==> src/core/ccs_pkg.sv <==
// shared constants for the common capability and status register block
package ccs_pkg;
  // register map
  localparam logic [11:0] CCS_OFF_CAP_STAT_ONE = 12'h004;
  localparam int          CCS_ADDR_W           = 12;
  localparam int          CCS_DATA_W           = 32;
  // field positions in common_capability_status_one
  localparam int CCS_MP_LSB   = 0;
  localparam int CCS_MP_MSB   = 2;
  localparam int CCS_RSV_LSB  = 3;
  localparam int CCS_RSV_MSB  = 21;
  localparam int CCS_VER_LSB  = 22;
  localparam int CCS_VER_MSB  = 23;
  localparam int CCS_RID_LSB  = 24;
  localparam int CCS_RID_MSB  = 31;
  // field values and reset values
  localparam logic [2:0] CCS_MP_SINGLE   = 3'h2;
  localparam logic [2:0] CCS_MP_FULL     = 3'h7;
  localparam logic [1:0] CCS_VER_ONE     = 2'h0;
  localparam logic [7:0] CCS_RID_RESET   = 8'h00;
  localparam logic [7:0] CCS_RID_NONE    = 8'h00;
  localparam logic [31:0] CCS_RDATA_NONE = 32'h0000_0000;
  // sizes of the component side
  localparam int CCS_COMPONENTS = 4;
  localparam int CCS_AW_W       = 3;
  // timing counts in clk_sys_i cycles
  localparam int CCS_READ_LAT   = 1;
  localparam int CCS_COPY_LAT   = 1;
  localparam int CCS_GATE_LAT   = 1;
endpackage : ccs_pkg

==> src/core/ccs_link_if.sv <==
// internal carrier between the register hub and its two helpers
`timescale 1ns/1ns
interface ccs_link_if
  import ccs_pkg::*;
  ();
  logic                           common_enable;
  logic [CCS_COMPONENTS-1:0]      comp_enable;
  logic [CCS_COMPONENTS-1:0]      comp_status;
  logic [CCS_AW_W-1:0]            common_aw_en;
  logic [CCS_COMPONENTS-1:0]      comp_active;
  logic [CCS_COMPONENTS*CCS_AW_W-1:0] comp_aw_en;
  logic                           common_status;
  logic                           id_load;
  logic [7:0]                     id_value;
  logic [7:0]                     rep_id;
  modport hub   (output common_enable, comp_enable, comp_status,
                 common_aw_en, id_load, id_value,
                 input  comp_active, comp_aw_en, common_status, rep_id);
  modport gate  (input  common_enable, comp_enable, comp_status,
                 common_aw_en,
                 output comp_active, comp_aw_en, common_status);
  modport idrep (input  id_load, id_value, output rep_id);
endinterface : ccs_link_if

==> src/core/ccs_comp_gate.sv <==
// hierarchical enable, status aggregation and control broadcast
`timescale 1ns/1ns
module ccs_comp_gate
  import ccs_pkg::*;
(
  input  wire logic clk_sys_i,
  input  wire logic rst_i,
  ccs_link_if.gate  lk
);
  logic [CCS_COMPONENTS-1:0]          next_active;
  logic [CCS_COMPONENTS*CCS_AW_W-1:0] next_aw;
  logic                               next_status;
  logic [CCS_COMPONENTS-1:0]          active;
  logic [CCS_COMPONENTS*CCS_AW_W-1:0] aw;
  logic                               status;

  // common enable overrides each component enable
  genvar g;
  generate
    for (g = 0; g < CCS_COMPONENTS; g++) begin : g_comp
      assign next_active[g] = lk.common_enable & lk.comp_enable[g];
      assign next_aw[g*CCS_AW_W +: CCS_AW_W] = lk.common_aw_en;
    end
  endgenerate

  // device status is the aggregate of all components
  always_comb begin
    next_status = |lk.comp_status;
  end

  always_ff @(posedge clk_sys_i) begin
    if (rst_i) begin
      active <= '0;
      aw     <= '0;
      status <= 1'b0;
    end else begin
      active <= next_active;
      aw     <= next_aw;
      status <= next_status;
    end
  end

  assign lk.comp_active   = active;
  assign lk.comp_aw_en    = aw;
  assign lk.common_status = status;

  common_off_a: assert property (@(posedge clk_sys_i) disable iff (rst_i)
    !lk.common_enable |=> lk.comp_active == '0)
    else $error("component active while common enable is clear");
  status_sum_a: assert property (@(posedge clk_sys_i) disable iff (rst_i)
    ##1 lk.common_status == |$past(lk.comp_status))
    else $error("common status is not the component aggregate");
endmodule : ccs_comp_gate

==> src/core/ccs_id_replica.sv <==
// replicated device identifier holder, kept across function level reset
`timescale 1ns/1ns
module ccs_id_replica
  import ccs_pkg::*;
(
  input  wire logic clk_sys_i,
  input  wire logic rst_i,
  input  wire logic flr_i,
  ccs_link_if.idrep lk
);
  logic [7:0] next_rep_id;
  logic [7:0] rep_id;

  // copy on each load; function level reset is deliberately not looked at
  always_comb begin
    next_rep_id = rep_id;
    if (lk.id_load) begin
      next_rep_id = lk.id_value;
    end
  end

  // only the conventional reset clears the copy
  always_ff @(posedge clk_sys_i) begin
    if (rst_i) begin
      rep_id <= CCS_RID_RESET;
    end else begin
      rep_id <= next_rep_id;
    end
  end

  assign lk.rep_id = rep_id;

  rid_reset_a: assert property (@(posedge clk_sys_i)
    rst_i |=> lk.rep_id == CCS_RID_RESET)
    else $error("identifier copy not cleared by reset");
  rid_flr_a: assert property (@(posedge clk_sys_i) disable iff (rst_i)
    flr_i && !lk.id_load |=> $stable(lk.rep_id))
    else $error("identifier copy changed by function level reset");
  rid_copy_a: assert property (@(posedge clk_sys_i) disable iff (rst_i)
    lk.id_load |=> lk.rep_id == $past(lk.id_value))
    else $error("identifier copy does not match the loaded value");
endmodule : ccs_id_replica

==> src/core/ccs_regs.sv <==
// common capability and status register for one port of the device
`timescale 1ns/1ns
module ccs_regs
  import ccs_pkg::*;
#(
  parameter int PORT_COUNT   = 1,
  parameter bit PRIMARY_PORT = 1'b1,
  parameter bit MESH_CAPABLE = 1'b0
)(
  input  wire logic                           clk_sys_i,
  input  wire logic                           rst_i,
  input  wire logic                           flr_i,
  input  wire logic                           cfg_rd_i,
  input  wire logic                           cfg_wr_i,
  input  wire logic [CCS_ADDR_W-1:0]          cfg_addr_i,
  input  wire logic [CCS_DATA_W-1:0]          cfg_wdata_i,
  output logic      [CCS_DATA_W-1:0]          cfg_rdata_o,
  output logic                                cfg_rvalid_o,
  output logic                                cfg_wack_o,
  input  wire logic                           ctrl_id_wr_i,
  input  wire logic [7:0]                     ctrl_id_i,
  input  wire logic                           peer_id_wr_i,
  input  wire logic [7:0]                     peer_id_i,
  output logic                                id_copy_o,
  output logic      [7:0]                     id_copy_value_o,
  input  wire logic                           common_enable_i,
  input  wire logic [CCS_COMPONENTS-1:0]      comp_enable_i,
  input  wire logic [CCS_COMPONENTS-1:0]      comp_status_i,
  input  wire logic [CCS_AW_W-1:0]            common_aw_en_i,
  output logic      [CCS_COMPONENTS-1:0]      comp_active_o,
  output logic [CCS_COMPONENTS*CCS_AW_W-1:0]  comp_aw_en_o,
  output logic                                common_status_o,
  output logic      [2:0]                     port_multiplicity_o,
  output logic                                primary_ext_present_o,
  output logic                                rid_map_present_o,
  output logic      [7:0]                     replicated_id_o
);

  // capability bits are fixed by the build of this port
  localparam logic MULTI = (PORT_COUNT > 1);
  // a single-port device is always its own primary, never a mesh node
  localparam logic [2:0] MP_VALUE = MULTI ?
    {MESH_CAPABLE, PRIMARY_PORT, 1'b1} : CCS_MP_SINGLE;

  ccs_link_if lk ();

  // decode of the single mapped offset, used on read only; writes are not decoded
  function automatic logic hit_cap(input logic [CCS_ADDR_W-1:0] a);
    hit_cap = (a == CCS_OFF_CAP_STAT_ONE);
  endfunction : hit_cap

  // ------------------------------------------------------------------
  // identifier replication
  // ------------------------------------------------------------------

  logic       next_copy;
  logic [7:0] next_copy_value;
  logic       copy;
  logic [7:0] copy_value;
  logic       load;
  logic [7:0] load_value;

  // own control write wins over a peer copy in the same cycle
  always_comb begin
    load       = 1'b0;
    load_value = ctrl_id_i;
    if (ctrl_id_wr_i) begin
      load       = 1'b1;
      load_value = ctrl_id_i;
    end else if (peer_id_wr_i && MULTI) begin
      load       = 1'b1;
      load_value = peer_id_i;
    end
  end

  // forward our own assignment to the other ports of a multi-port device
  always_comb begin
    next_copy       = ctrl_id_wr_i & MULTI;
    next_copy_value = ctrl_id_wr_i ? ctrl_id_i : copy_value;
  end

  always_ff @(posedge clk_sys_i) begin
    if (rst_i) begin
      copy       <= 1'b0;
      copy_value <= CCS_RID_RESET;
    end else begin
      copy       <= next_copy;
      copy_value <= next_copy_value;
    end
  end

  assign lk.id_load  = load;
  assign lk.id_value = load_value;

  ccs_id_replica u_id (
    .clk_sys_i (clk_sys_i),
    .rst_i     (rst_i),
    .flr_i     (flr_i),
    .lk        (lk)
  );

  // ------------------------------------------------------------------
  // component control and status
  // ------------------------------------------------------------------

  assign lk.common_enable = common_enable_i;
  assign lk.comp_enable   = comp_enable_i;
  assign lk.comp_status   = comp_status_i;
  assign lk.common_aw_en  = common_aw_en_i;

  ccs_comp_gate u_gate (
    .clk_sys_i (clk_sys_i),
    .rst_i     (rst_i),
    .lk        (lk)
  );

  // ------------------------------------------------------------------
  // register image
  // ------------------------------------------------------------------

  logic [CCS_DATA_W-1:0] cap_word;

  // reserved bits are forced low; nothing in here is writable
  always_comb begin
    cap_word = '0;
    cap_word[CCS_MP_MSB:CCS_MP_LSB]   = MP_VALUE;
    cap_word[CCS_VER_MSB:CCS_VER_LSB] = CCS_VER_ONE;
    cap_word[CCS_RID_MSB:CCS_RID_LSB] = lk.rep_id;
  end

  // ------------------------------------------------------------------
  // configuration access port
  // ------------------------------------------------------------------

  logic [CCS_DATA_W-1:0] next_rdata;
  logic                  next_rvalid;
  logic                  next_wack;
  logic [CCS_DATA_W-1:0] rdata;
  logic                  rvalid;
  logic                  wack;

  // unmapped reads answer zero; writes are acknowledged and dropped
  always_comb begin
    next_rdata  = CCS_RDATA_NONE;
    next_rvalid = cfg_rd_i;
    next_wack   = cfg_wr_i;
    if (cfg_rd_i && hit_cap(cfg_addr_i)) begin
      next_rdata = cap_word;
    end else if (cfg_rd_i) begin
      next_rdata = CCS_RDATA_NONE;
    end
  end

  always_ff @(posedge clk_sys_i) begin
    if (rst_i) begin
      rdata  <= CCS_RDATA_NONE;
      rvalid <= 1'b0;
      wack   <= 1'b0;
    end else begin
      rdata  <= next_rdata;
      rvalid <= next_rvalid;
      wack   <= next_wack;
    end
  end

  // ------------------------------------------------------------------
  // outputs
  // ------------------------------------------------------------------

  // presence flags tell the neighbouring structures what to expose
  assign primary_ext_present_o = MP_VALUE[1];
  assign rid_map_present_o     = (MP_VALUE == CCS_MP_FULL);
  assign port_multiplicity_o   = MP_VALUE;
  assign replicated_id_o       = lk.rep_id;
  assign cfg_rdata_o           = rdata;
  assign cfg_rvalid_o          = rvalid;
  assign cfg_wack_o            = wack;
  assign id_copy_o             = copy;
  assign id_copy_value_o       = copy_value;
  assign comp_active_o         = lk.comp_active;
  assign comp_aw_en_o          = lk.comp_aw_en;
  assign common_status_o       = lk.common_status;

  // ------------------------------------------------------------------
  // checks
  // ------------------------------------------------------------------

  rsvd_zero_a: assert property (@(posedge clk_sys_i) disable iff (rst_i)
    cfg_rvalid_o |-> cfg_rdata_o[CCS_RSV_MSB:CCS_RSV_LSB] == '0)
    else $error("reserved bits read non-zero");

  version_val_a: assert property (@(posedge clk_sys_i) disable iff (rst_i)
    cfg_rvalid_o |-> cfg_rdata_o[CCS_VER_MSB:CCS_VER_LSB] == 2'h0)
    else $error("structure version is not version one");

  read_answer_a: assert property (@(posedge clk_sys_i) disable iff (rst_i)
    cfg_rd_i && hit_cap(cfg_addr_i) |=>
      cfg_rvalid_o && cfg_rdata_o == $past(cap_word))
    else $error("read of the register returned a wrong word");

  write_ignored_a: assert property (@(posedge clk_sys_i) disable iff (rst_i)
    cfg_wr_i && !load |=> $stable(cap_word))
    else $error("write altered the read-only register");

  single_port_a: assert property (@(posedge clk_sys_i) disable iff (rst_i)
    !MULTI |-> port_multiplicity_o == 3'h2)
    else $error("single-port device reports wrong multiplicity");

  multi_bit_a: assert property (@(posedge clk_sys_i) disable iff (rst_i)
    port_multiplicity_o[0] == (PORT_COUNT > 1))
    else $error("multi-port bit does not follow the port count");

  primary_pat_a: assert property (@(posedge clk_sys_i) disable iff (rst_i)
    MULTI && PRIMARY_PORT |-> port_multiplicity_o[1:0] == 2'h3)
    else $error("primary port of multi-port device lacks x11b");

  primary_bit_a: assert property (@(posedge clk_sys_i) disable iff (rst_i)
    port_multiplicity_o[1] == (PRIMARY_PORT || !MULTI))
    else $error("primary bit does not match port role");

  mesh_bit_a: assert property (@(posedge clk_sys_i) disable iff (rst_i)
    port_multiplicity_o[2] == (MESH_CAPABLE && MULTI))
    else $error("mesh bit does not match capability");

  ext_present_a: assert property (@(posedge clk_sys_i) disable iff (rst_i)
    primary_ext_present_o == port_multiplicity_o[1])
    else $error("extended structure flag disagrees with bit 1");

  rid_map_a: assert property (@(posedge clk_sys_i) disable iff (rst_i)
    rid_map_present_o == (port_multiplicity_o == 3'h7))
    else $error("routing map flag disagrees with field value");

  copy_out_a: assert property (@(posedge clk_sys_i) disable iff (rst_i)
    ctrl_id_wr_i && MULTI |=> id_copy_o &&
      id_copy_value_o == $past(ctrl_id_i))
    else $error("identifier not forwarded to the other ports");

  // a read in the cycle after a non-zero assignment must see it already
  rid_assigned_a: assert property (@(posedge clk_sys_i) disable iff (rst_i)
    ctrl_id_wr_i && ctrl_id_i != CCS_RID_NONE ##1
      cfg_rd_i && hit_cap(cfg_addr_i) |=>
      cfg_rdata_o[CCS_RID_MSB:CCS_RID_LSB] != CCS_RID_NONE)
    else $error("assigned identifier reads as unassigned");

  aw_bcast_a: assert property (@(posedge clk_sys_i) disable iff (rst_i)
    ##1 comp_aw_en_o[CCS_AW_W-1:0] == $past(common_aw_en_i))
    else $error("address width enable not applied to components");

  cap_read_c: cover property (@(posedge clk_sys_i) disable iff (rst_i)
    cfg_rd_i && hit_cap(cfg_addr_i) ##1 cfg_rvalid_o);
  id_then_read_c: cover property (@(posedge clk_sys_i) disable iff (rst_i)
    ctrl_id_wr_i ##2 cfg_rd_i && hit_cap(cfg_addr_i));
  flr_keep_c: cover property (@(posedge clk_sys_i) disable iff (rst_i)
    replicated_id_o != 8'h00 && flr_i);
  common_off_c: cover property (@(posedge clk_sys_i) disable iff (rst_i)
    !common_enable_i && comp_enable_i != '0);

endmodule : ccs_regs

==> config.mk <==
export PLATFORM = sky130hd
export DESIGN_NAME = ccs_regs
export DESIGN_NICKNAME = d
export VERILOG_FILES = /design/src/core/ccs_pkg.sv /design/src/core/ccs_link_if.sv /design/src/core/ccs_comp_gate.sv /design/src/core/ccs_id_replica.sv /design/src/core/ccs_regs.sv
export SDC_FILE = /design/constraint.sdc
export NUM_CORES = 1
export LEC_CHECK = 0
export BUFFER_PORTS_ARGS = -buffer_cell sky130_fd_sc_hd__buf_2
export CAP_MARGIN = 20
export CORE_UTILIZATION = 30
export CTS_CLUSTER_DIAMETER = 60
export CTS_CLUSTER_SIZE = 20
export DETAILED_ROUTE_END_ITERATION = 10
export PLACE_DENSITY = 0.85
export SLEW_MARGIN = 20
export SYNTH_ARGS = -nofsm -noshare
export SYNTH_HDL_FRONTEND = slang
export SYNTH_SLANG_ARGS = --single-unit
export TNS_END_PERCENT = 20
==> constraint.sdc <==
create_clock -name clk_sys_i -period 1.28 [get_ports clk_sys_i]
set_clock_uncertainty 0.15 [all_clocks]
set_input_delay 0.128 -clock clk_sys_i [delete_from_list [all_inputs] [get_ports clk_sys_i]]
set_output_delay 0.128 -clock clk_sys_i [all_outputs]
set_load 0.02 [all_outputs]
# --- After elaboration in Yosys (flattened, before gate mapping) ---
# Index checks and enable logic that the tools add are counted.
classes:
  add_sub_neg: 0
  mul: 0
  n_div: 0
  order_cmp: 0
  n_eq_ne: 1
  shift: 0
  n_mux: 2
  bitwise_logic: 5
  reduce_logical: 3
op_table:
  columns: ["operator", "count"]
  rows:
  - ["equality test 12 x 3 -> 1 bit (second input constant)", 1]
  - ["AND 1 bit", 4]
  - ["OR reduction 4 bit", 1]
  - ["2-to-1 mux 2 bit", 1]
  - ["OR reduction 2 bit", 1]
  - ["logical AND 1 bit", 1]
  - ["2-to-1 mux 1 bit", 1]
  - ["NOT 1 bit", 1]
totals:
  register_bits: 67
  latchBits: 0
  ramBits: 0
  romBits: 0
  input_bits: 79
  out_inout_bits: 73
  elab_cells: 20
  n_memories: 0

# --- Longest topological paths before layout ---
logic_depth:
  depth_word: 4
  depth_mapped: 3

# --- Modules after synthesis ---
# A second synthesis with hierarchy kept.
unflattened:
  cells_unflattened: 147
  area_unflattened_um2: 1557.7
by_module_without_submodules:
  columns: ["module", "instances", "cells_each", "area_each_um2"]
  rows:
  - ["ccs_regs", 1, 94, 972.2]
  - ["ccs_comp_gate", 1, 27, 300.3]
  - ["ccs_id_replica", 1, 26, 285.3]

# --- Worst setup path before layout ---
# OpenSTA, ideal clock, no wires.
synth_path:
  path_type: "input to register"
  from: "in cfg_addr_i[5]"
  to: "reg rdata[1], in the netlist cfg_rdata_o[1]"
  setup_ns: 0.087
  arrival_time_ns: 1.044
  setup_slack_ns: -0.001
  path_stages: 3
  n_path_buf: 1
  path_cell_list: "or4_1 > buf_4 > nor4b_4"
synth_between:
  elab_chain_cells: 3
synth_lines:
  columns: ["item", "line_no", "source"]
  rows:
  - ["from (decl)", "ccs_regs.sv:15", "input wire logic [CCS_ADDR_W-1:0] cfg_addr_i,"]
  - ["equality test 12 x 3 -> 1 bit", "ccs_regs.sv:49", "hit_cap = (a == CCS_OFF_CAP_STAT_ONE);"]
  - ["logical AND 1 bit", "ccs_regs.sv:147", "if (cfg_rd_i && hit_cap(cfg_addr_i)) begin"]
  - ["2-to-1 mux 2 bit", "ccs_regs.sv:147", null]
  - ["to (signal assigned)", "ccs_regs.sv:160", "rdata <= next_rdata;"]
  - ["to (decl)", "ccs_regs.sv:138", "logic [CCS_DATA_W-1:0] rdata;"]
# No other way between the ends.
# A chain may end at the register's enable or synchronous reset.

# --- Final worst setup path ---
layout_path:
  from: "reg copy_value[1], in the netlist id_copy_value_o[1]"
  to: "out id_copy_value_o[1]"
layout_lines:
  columns: ["item", "line_no", "source"]
  rows:
  - ["from (decl)", "ccs_regs.sv:59", "logic [7:0] copy_value;"]
  - ["from (signal assigned)", "ccs_regs.sv:88", "copy_value <= next_copy_value;"]
  - ["to (decl)", "ccs_regs.sv:25", "output logic [7:0] id_copy_value_o,"]
# No word-level cell between the ends.

==> run summary <==
Final Cell Area: 1770 um^2
Final Hold Vio Count: 0
Initial core utilization: 32.3%
Sw Ratio: 29.8%
Gr ovfl total: 0
Final core occ: 43.1%
Placed inst area: 1520 um^2
Post-synthesis register bit count: 27
Worst EP required: 1000 ps
Post-Syn Area: 1330 um^2
Combinational power share: 22.0%
CP endpoint: id_copy_value_o[1]
I/O pins: 152
Buf/Inv on CP: 1
Vias in the first global route: 984
Sequential power share: 50.5%
Layout cells sized above 1: 45.7%
Setup tns final: 0 ps
Yosys Warn Count: 0
Avg Inst Size Synth: 10.2 um^2
CTS resizes: 0
Number of enable flip-flop cells after synthesis: 0
Area grow syn2layout: 33.5%
Top-count cell post-synth: buf_4
Clk network pwr share: 27.5%
Clk_lat worst skew: 260 ps
Mapped Cells: 130
Antenna violations before repair: 0
Cell chosen for the clock root: clkbuf_8
Router iterations before antenna repair: 3
Largest net degree at the start of global routing: 24
Crit Path Max Fanout: 4
Setup ws final: 104 ps
Sequential area share after synthesis: 40.7%
Post-Place Setup Slack: -181 ps
Die Span X: 68.5 um
Arrival time at the worst endpoint: 900 ps
Final min period: 1180 ps
Hold_ws: 44.9 ps
GRT Overall Usage: 12.5%
Worst R2R Start: id_copy_value_o[4]$_SDFFE_PP0P_
CP max-delay cell: dfxtp_1
HPWL Detailed: 2070 um
Worst min-delay path class: input port to flop
Post-route DRC: 0
CTS max path bufs: 2
Max cap viols: 0
Antenna cells: 0
Main synth FF type: dfxtp_1
Ranking of synthesized cells by area: dfxtp_1 (41%), buf_4 (27%), nor4_2 (7.5%), mux2i_1 (6.0%), nand3b_1 (4.5%)
WL/cell: 11.3 um
FMAX: 0.850 GHz
DRT iter0 DRCs: 16
Sink Count: 27
CTS H-tree lvls: 1
Die Footprint: 4690 um^2
PD cells: 998 nW/um^2
Reg2reg path depth: 2
CP Cell Sequence: buf_2
Status: completed
Post-DRT Antenna Nets: 0
Filler cell count: 406
P_int: 0.00124 W
Largest area contributor in the netlist: dfxtp_1
Die height: 68.5 um
Final period util: 91.9%
Static Leak: 0.911 nW
Routability Congestion: 0.649
CTS tree: done
Final Routed Wirelength: 2940 um
# port buffers: 80
Max stage delay on crit path: 430 ps
Async SR Flop Fraction: 0%
Crit path max-delay family: flip-flops
Startpoint Class: flop
Final net count: 290
Crit. path cell count: 1
Total core area: 4120 um^2
Psw: 0.000527 W
CTS Buf Count: 3
Final setup vio count: 0
Yosys cell types: 16
Kind of critical path: flop to output pin
Setup crit start: id_copy_value_o[1]$_SDFFE_PP0P_
Commonest cells in the netlist: buf_4 (47), dfxtp_1 (27), nor2_1 (9)
Via-per-instance ratio: 4.18
Reg clk slew, reported paths: 100 ps
VDD IR max: 653 uV
# rows: 23
Unrepaired setup endpoints after global routing: no
Capturing point of the worst reg2reg path: cfg_rdata_o[28]$_SDFF_PP0_
Share of the synthesized area in the top cell type: 40.7%
Routed via count: 1087
First-pass GRT wire length: 4180 um
Slew Viols, Final: 0
FF-to-FF setup slack: 380 ps
CP Capture Type: output pin
[placed cells by master (no fill, tap or decap), drive strengths merged]
cell type and n:
mux2i 8, dfxtp 27, and2 4, nor4 9, nor4b 1, clkbuf 3, clkinvlp 1, nand3b 8
nor2b 6, conb 29, or4b 1, dlygate4sd3 20, buf 82, or4 2, nor2 9
[cell type report]
type | instances | area, um^2 | share of cell area, %
multi-input combinational | 77 | 504 | 28.5
clock buffer | 3 | 41.3 | 2.33
tap | 50 | 62.6 | 3.53
clock inverter | 1 | 7.51 | 0.424
sequential | 27 | 541 | 30.5
timing repair buffer | 102 | 616 | 34.7
[registers in the layout (all words and copies together), names as in the netlist]
| name | flops |
|---|---|
| cfg_wack_o | 1 |
| u_gate.lk.comp_active | 4 |
| cfg_rdata_o | 9 |
| u_gate.lk.common_status | 1 |
| u_gate.lk.comp_aw_en | 3 |
| cfg_rvalid_o | 1 |
| id_copy_value_o | 8 |
[worst reg2reg max path, cell delays in order, from the launching register on]
cell and delay, ps:
dfxtp_1 410, nand3b_1 120, nor4_2 130
[repair_timing]
item                      CTS  global route
hold buffers               20             0
setup buffers               0             0
hold endpoints to repair   17             0
[worst min-delay path by stage]
| stage | from | to | slack (ps) | depth (start not counted) |
|---|---|---|---|---|
| finish | cfg_rd_i | cfg_rdata_o[25]$_SDFF_PP0_ | 40 | 3 |
| detailed placement | comp_enable_i[0] | u_gate.lk.comp_active[0]$_SDFF_PP0_ | 180 | 2 |
| floorplan | rst_i | cfg_rvalid_o$_SDFF_PP0_ | 60 | 1 |
| global route | cfg_rd_i | cfg_rdata_o[25]$_SDFF_PP0_ | 40 | 3 |
| global placement | comp_enable_i[3] | u_gate.lk.comp_active[3]$_SDFF_PP0_ | 180 | 2 |
| CTS | cfg_rd_i | cfg_rdata_o[24]$_SDFF_PP0_ | 30 | 3 |
[per-stage QoR]
| stage | total power [W] | std cells |
|---|---|---|
| 3_3_place_gp | 0.00125 | 236 |
| 4_1_cts | 0.00180 | 260 |
| 2_1_floorplan | 0.00124 | 157 |
| 5_1_grt | 0.00188 | 260 |
| 6_report | 0.00177 | 260 |
| 3_5_place_dp | 0.00125 | 236 |
[layer usage]
| metal | vias up | GRT usage, % | routed length [um] |
|---|---|---|---|
| li1 | 510 | - | - |
| met1 | 496 | 11.1 | 1050 |
| met2 | 79 | 26.7 | 1570 |
| met3 | 2 | 3.78 | 299 |
| met4 | 0 | 2.34 | 19 |
| met5 | - | 0 | 0 |
[power by group through the flow]
stage | sequential (W) | clock [W] | combinational [W]
global placement | 0.000914 | 0 | 0.000334
global route | 0.000901 | 0.000553 | 0.000422
floorplan | 0.000947 | 0 | 0.000293
CTS | 0.000896 | 0.000518 | 0.000387
finish | 0.000894 | 0.000487 | 0.000388
detailed placement | 0.000915 | 0 | 0.000340
[kinds of logic (layout without fill, tap and decap cells)]
kind of cell | after synthesis | count (layout) | share of synthesized area (%)
buffers and inverters | 53 | 106 | 28.9
DFF | 27 | 27 | 40.7
muxes | 8 | 8 | 6.03
other | 2 | 29 | 0.566
and+or+nand+nor | 40 | 40 | 23.8
No activity file was read; power rests on OpenSTA's default activity.
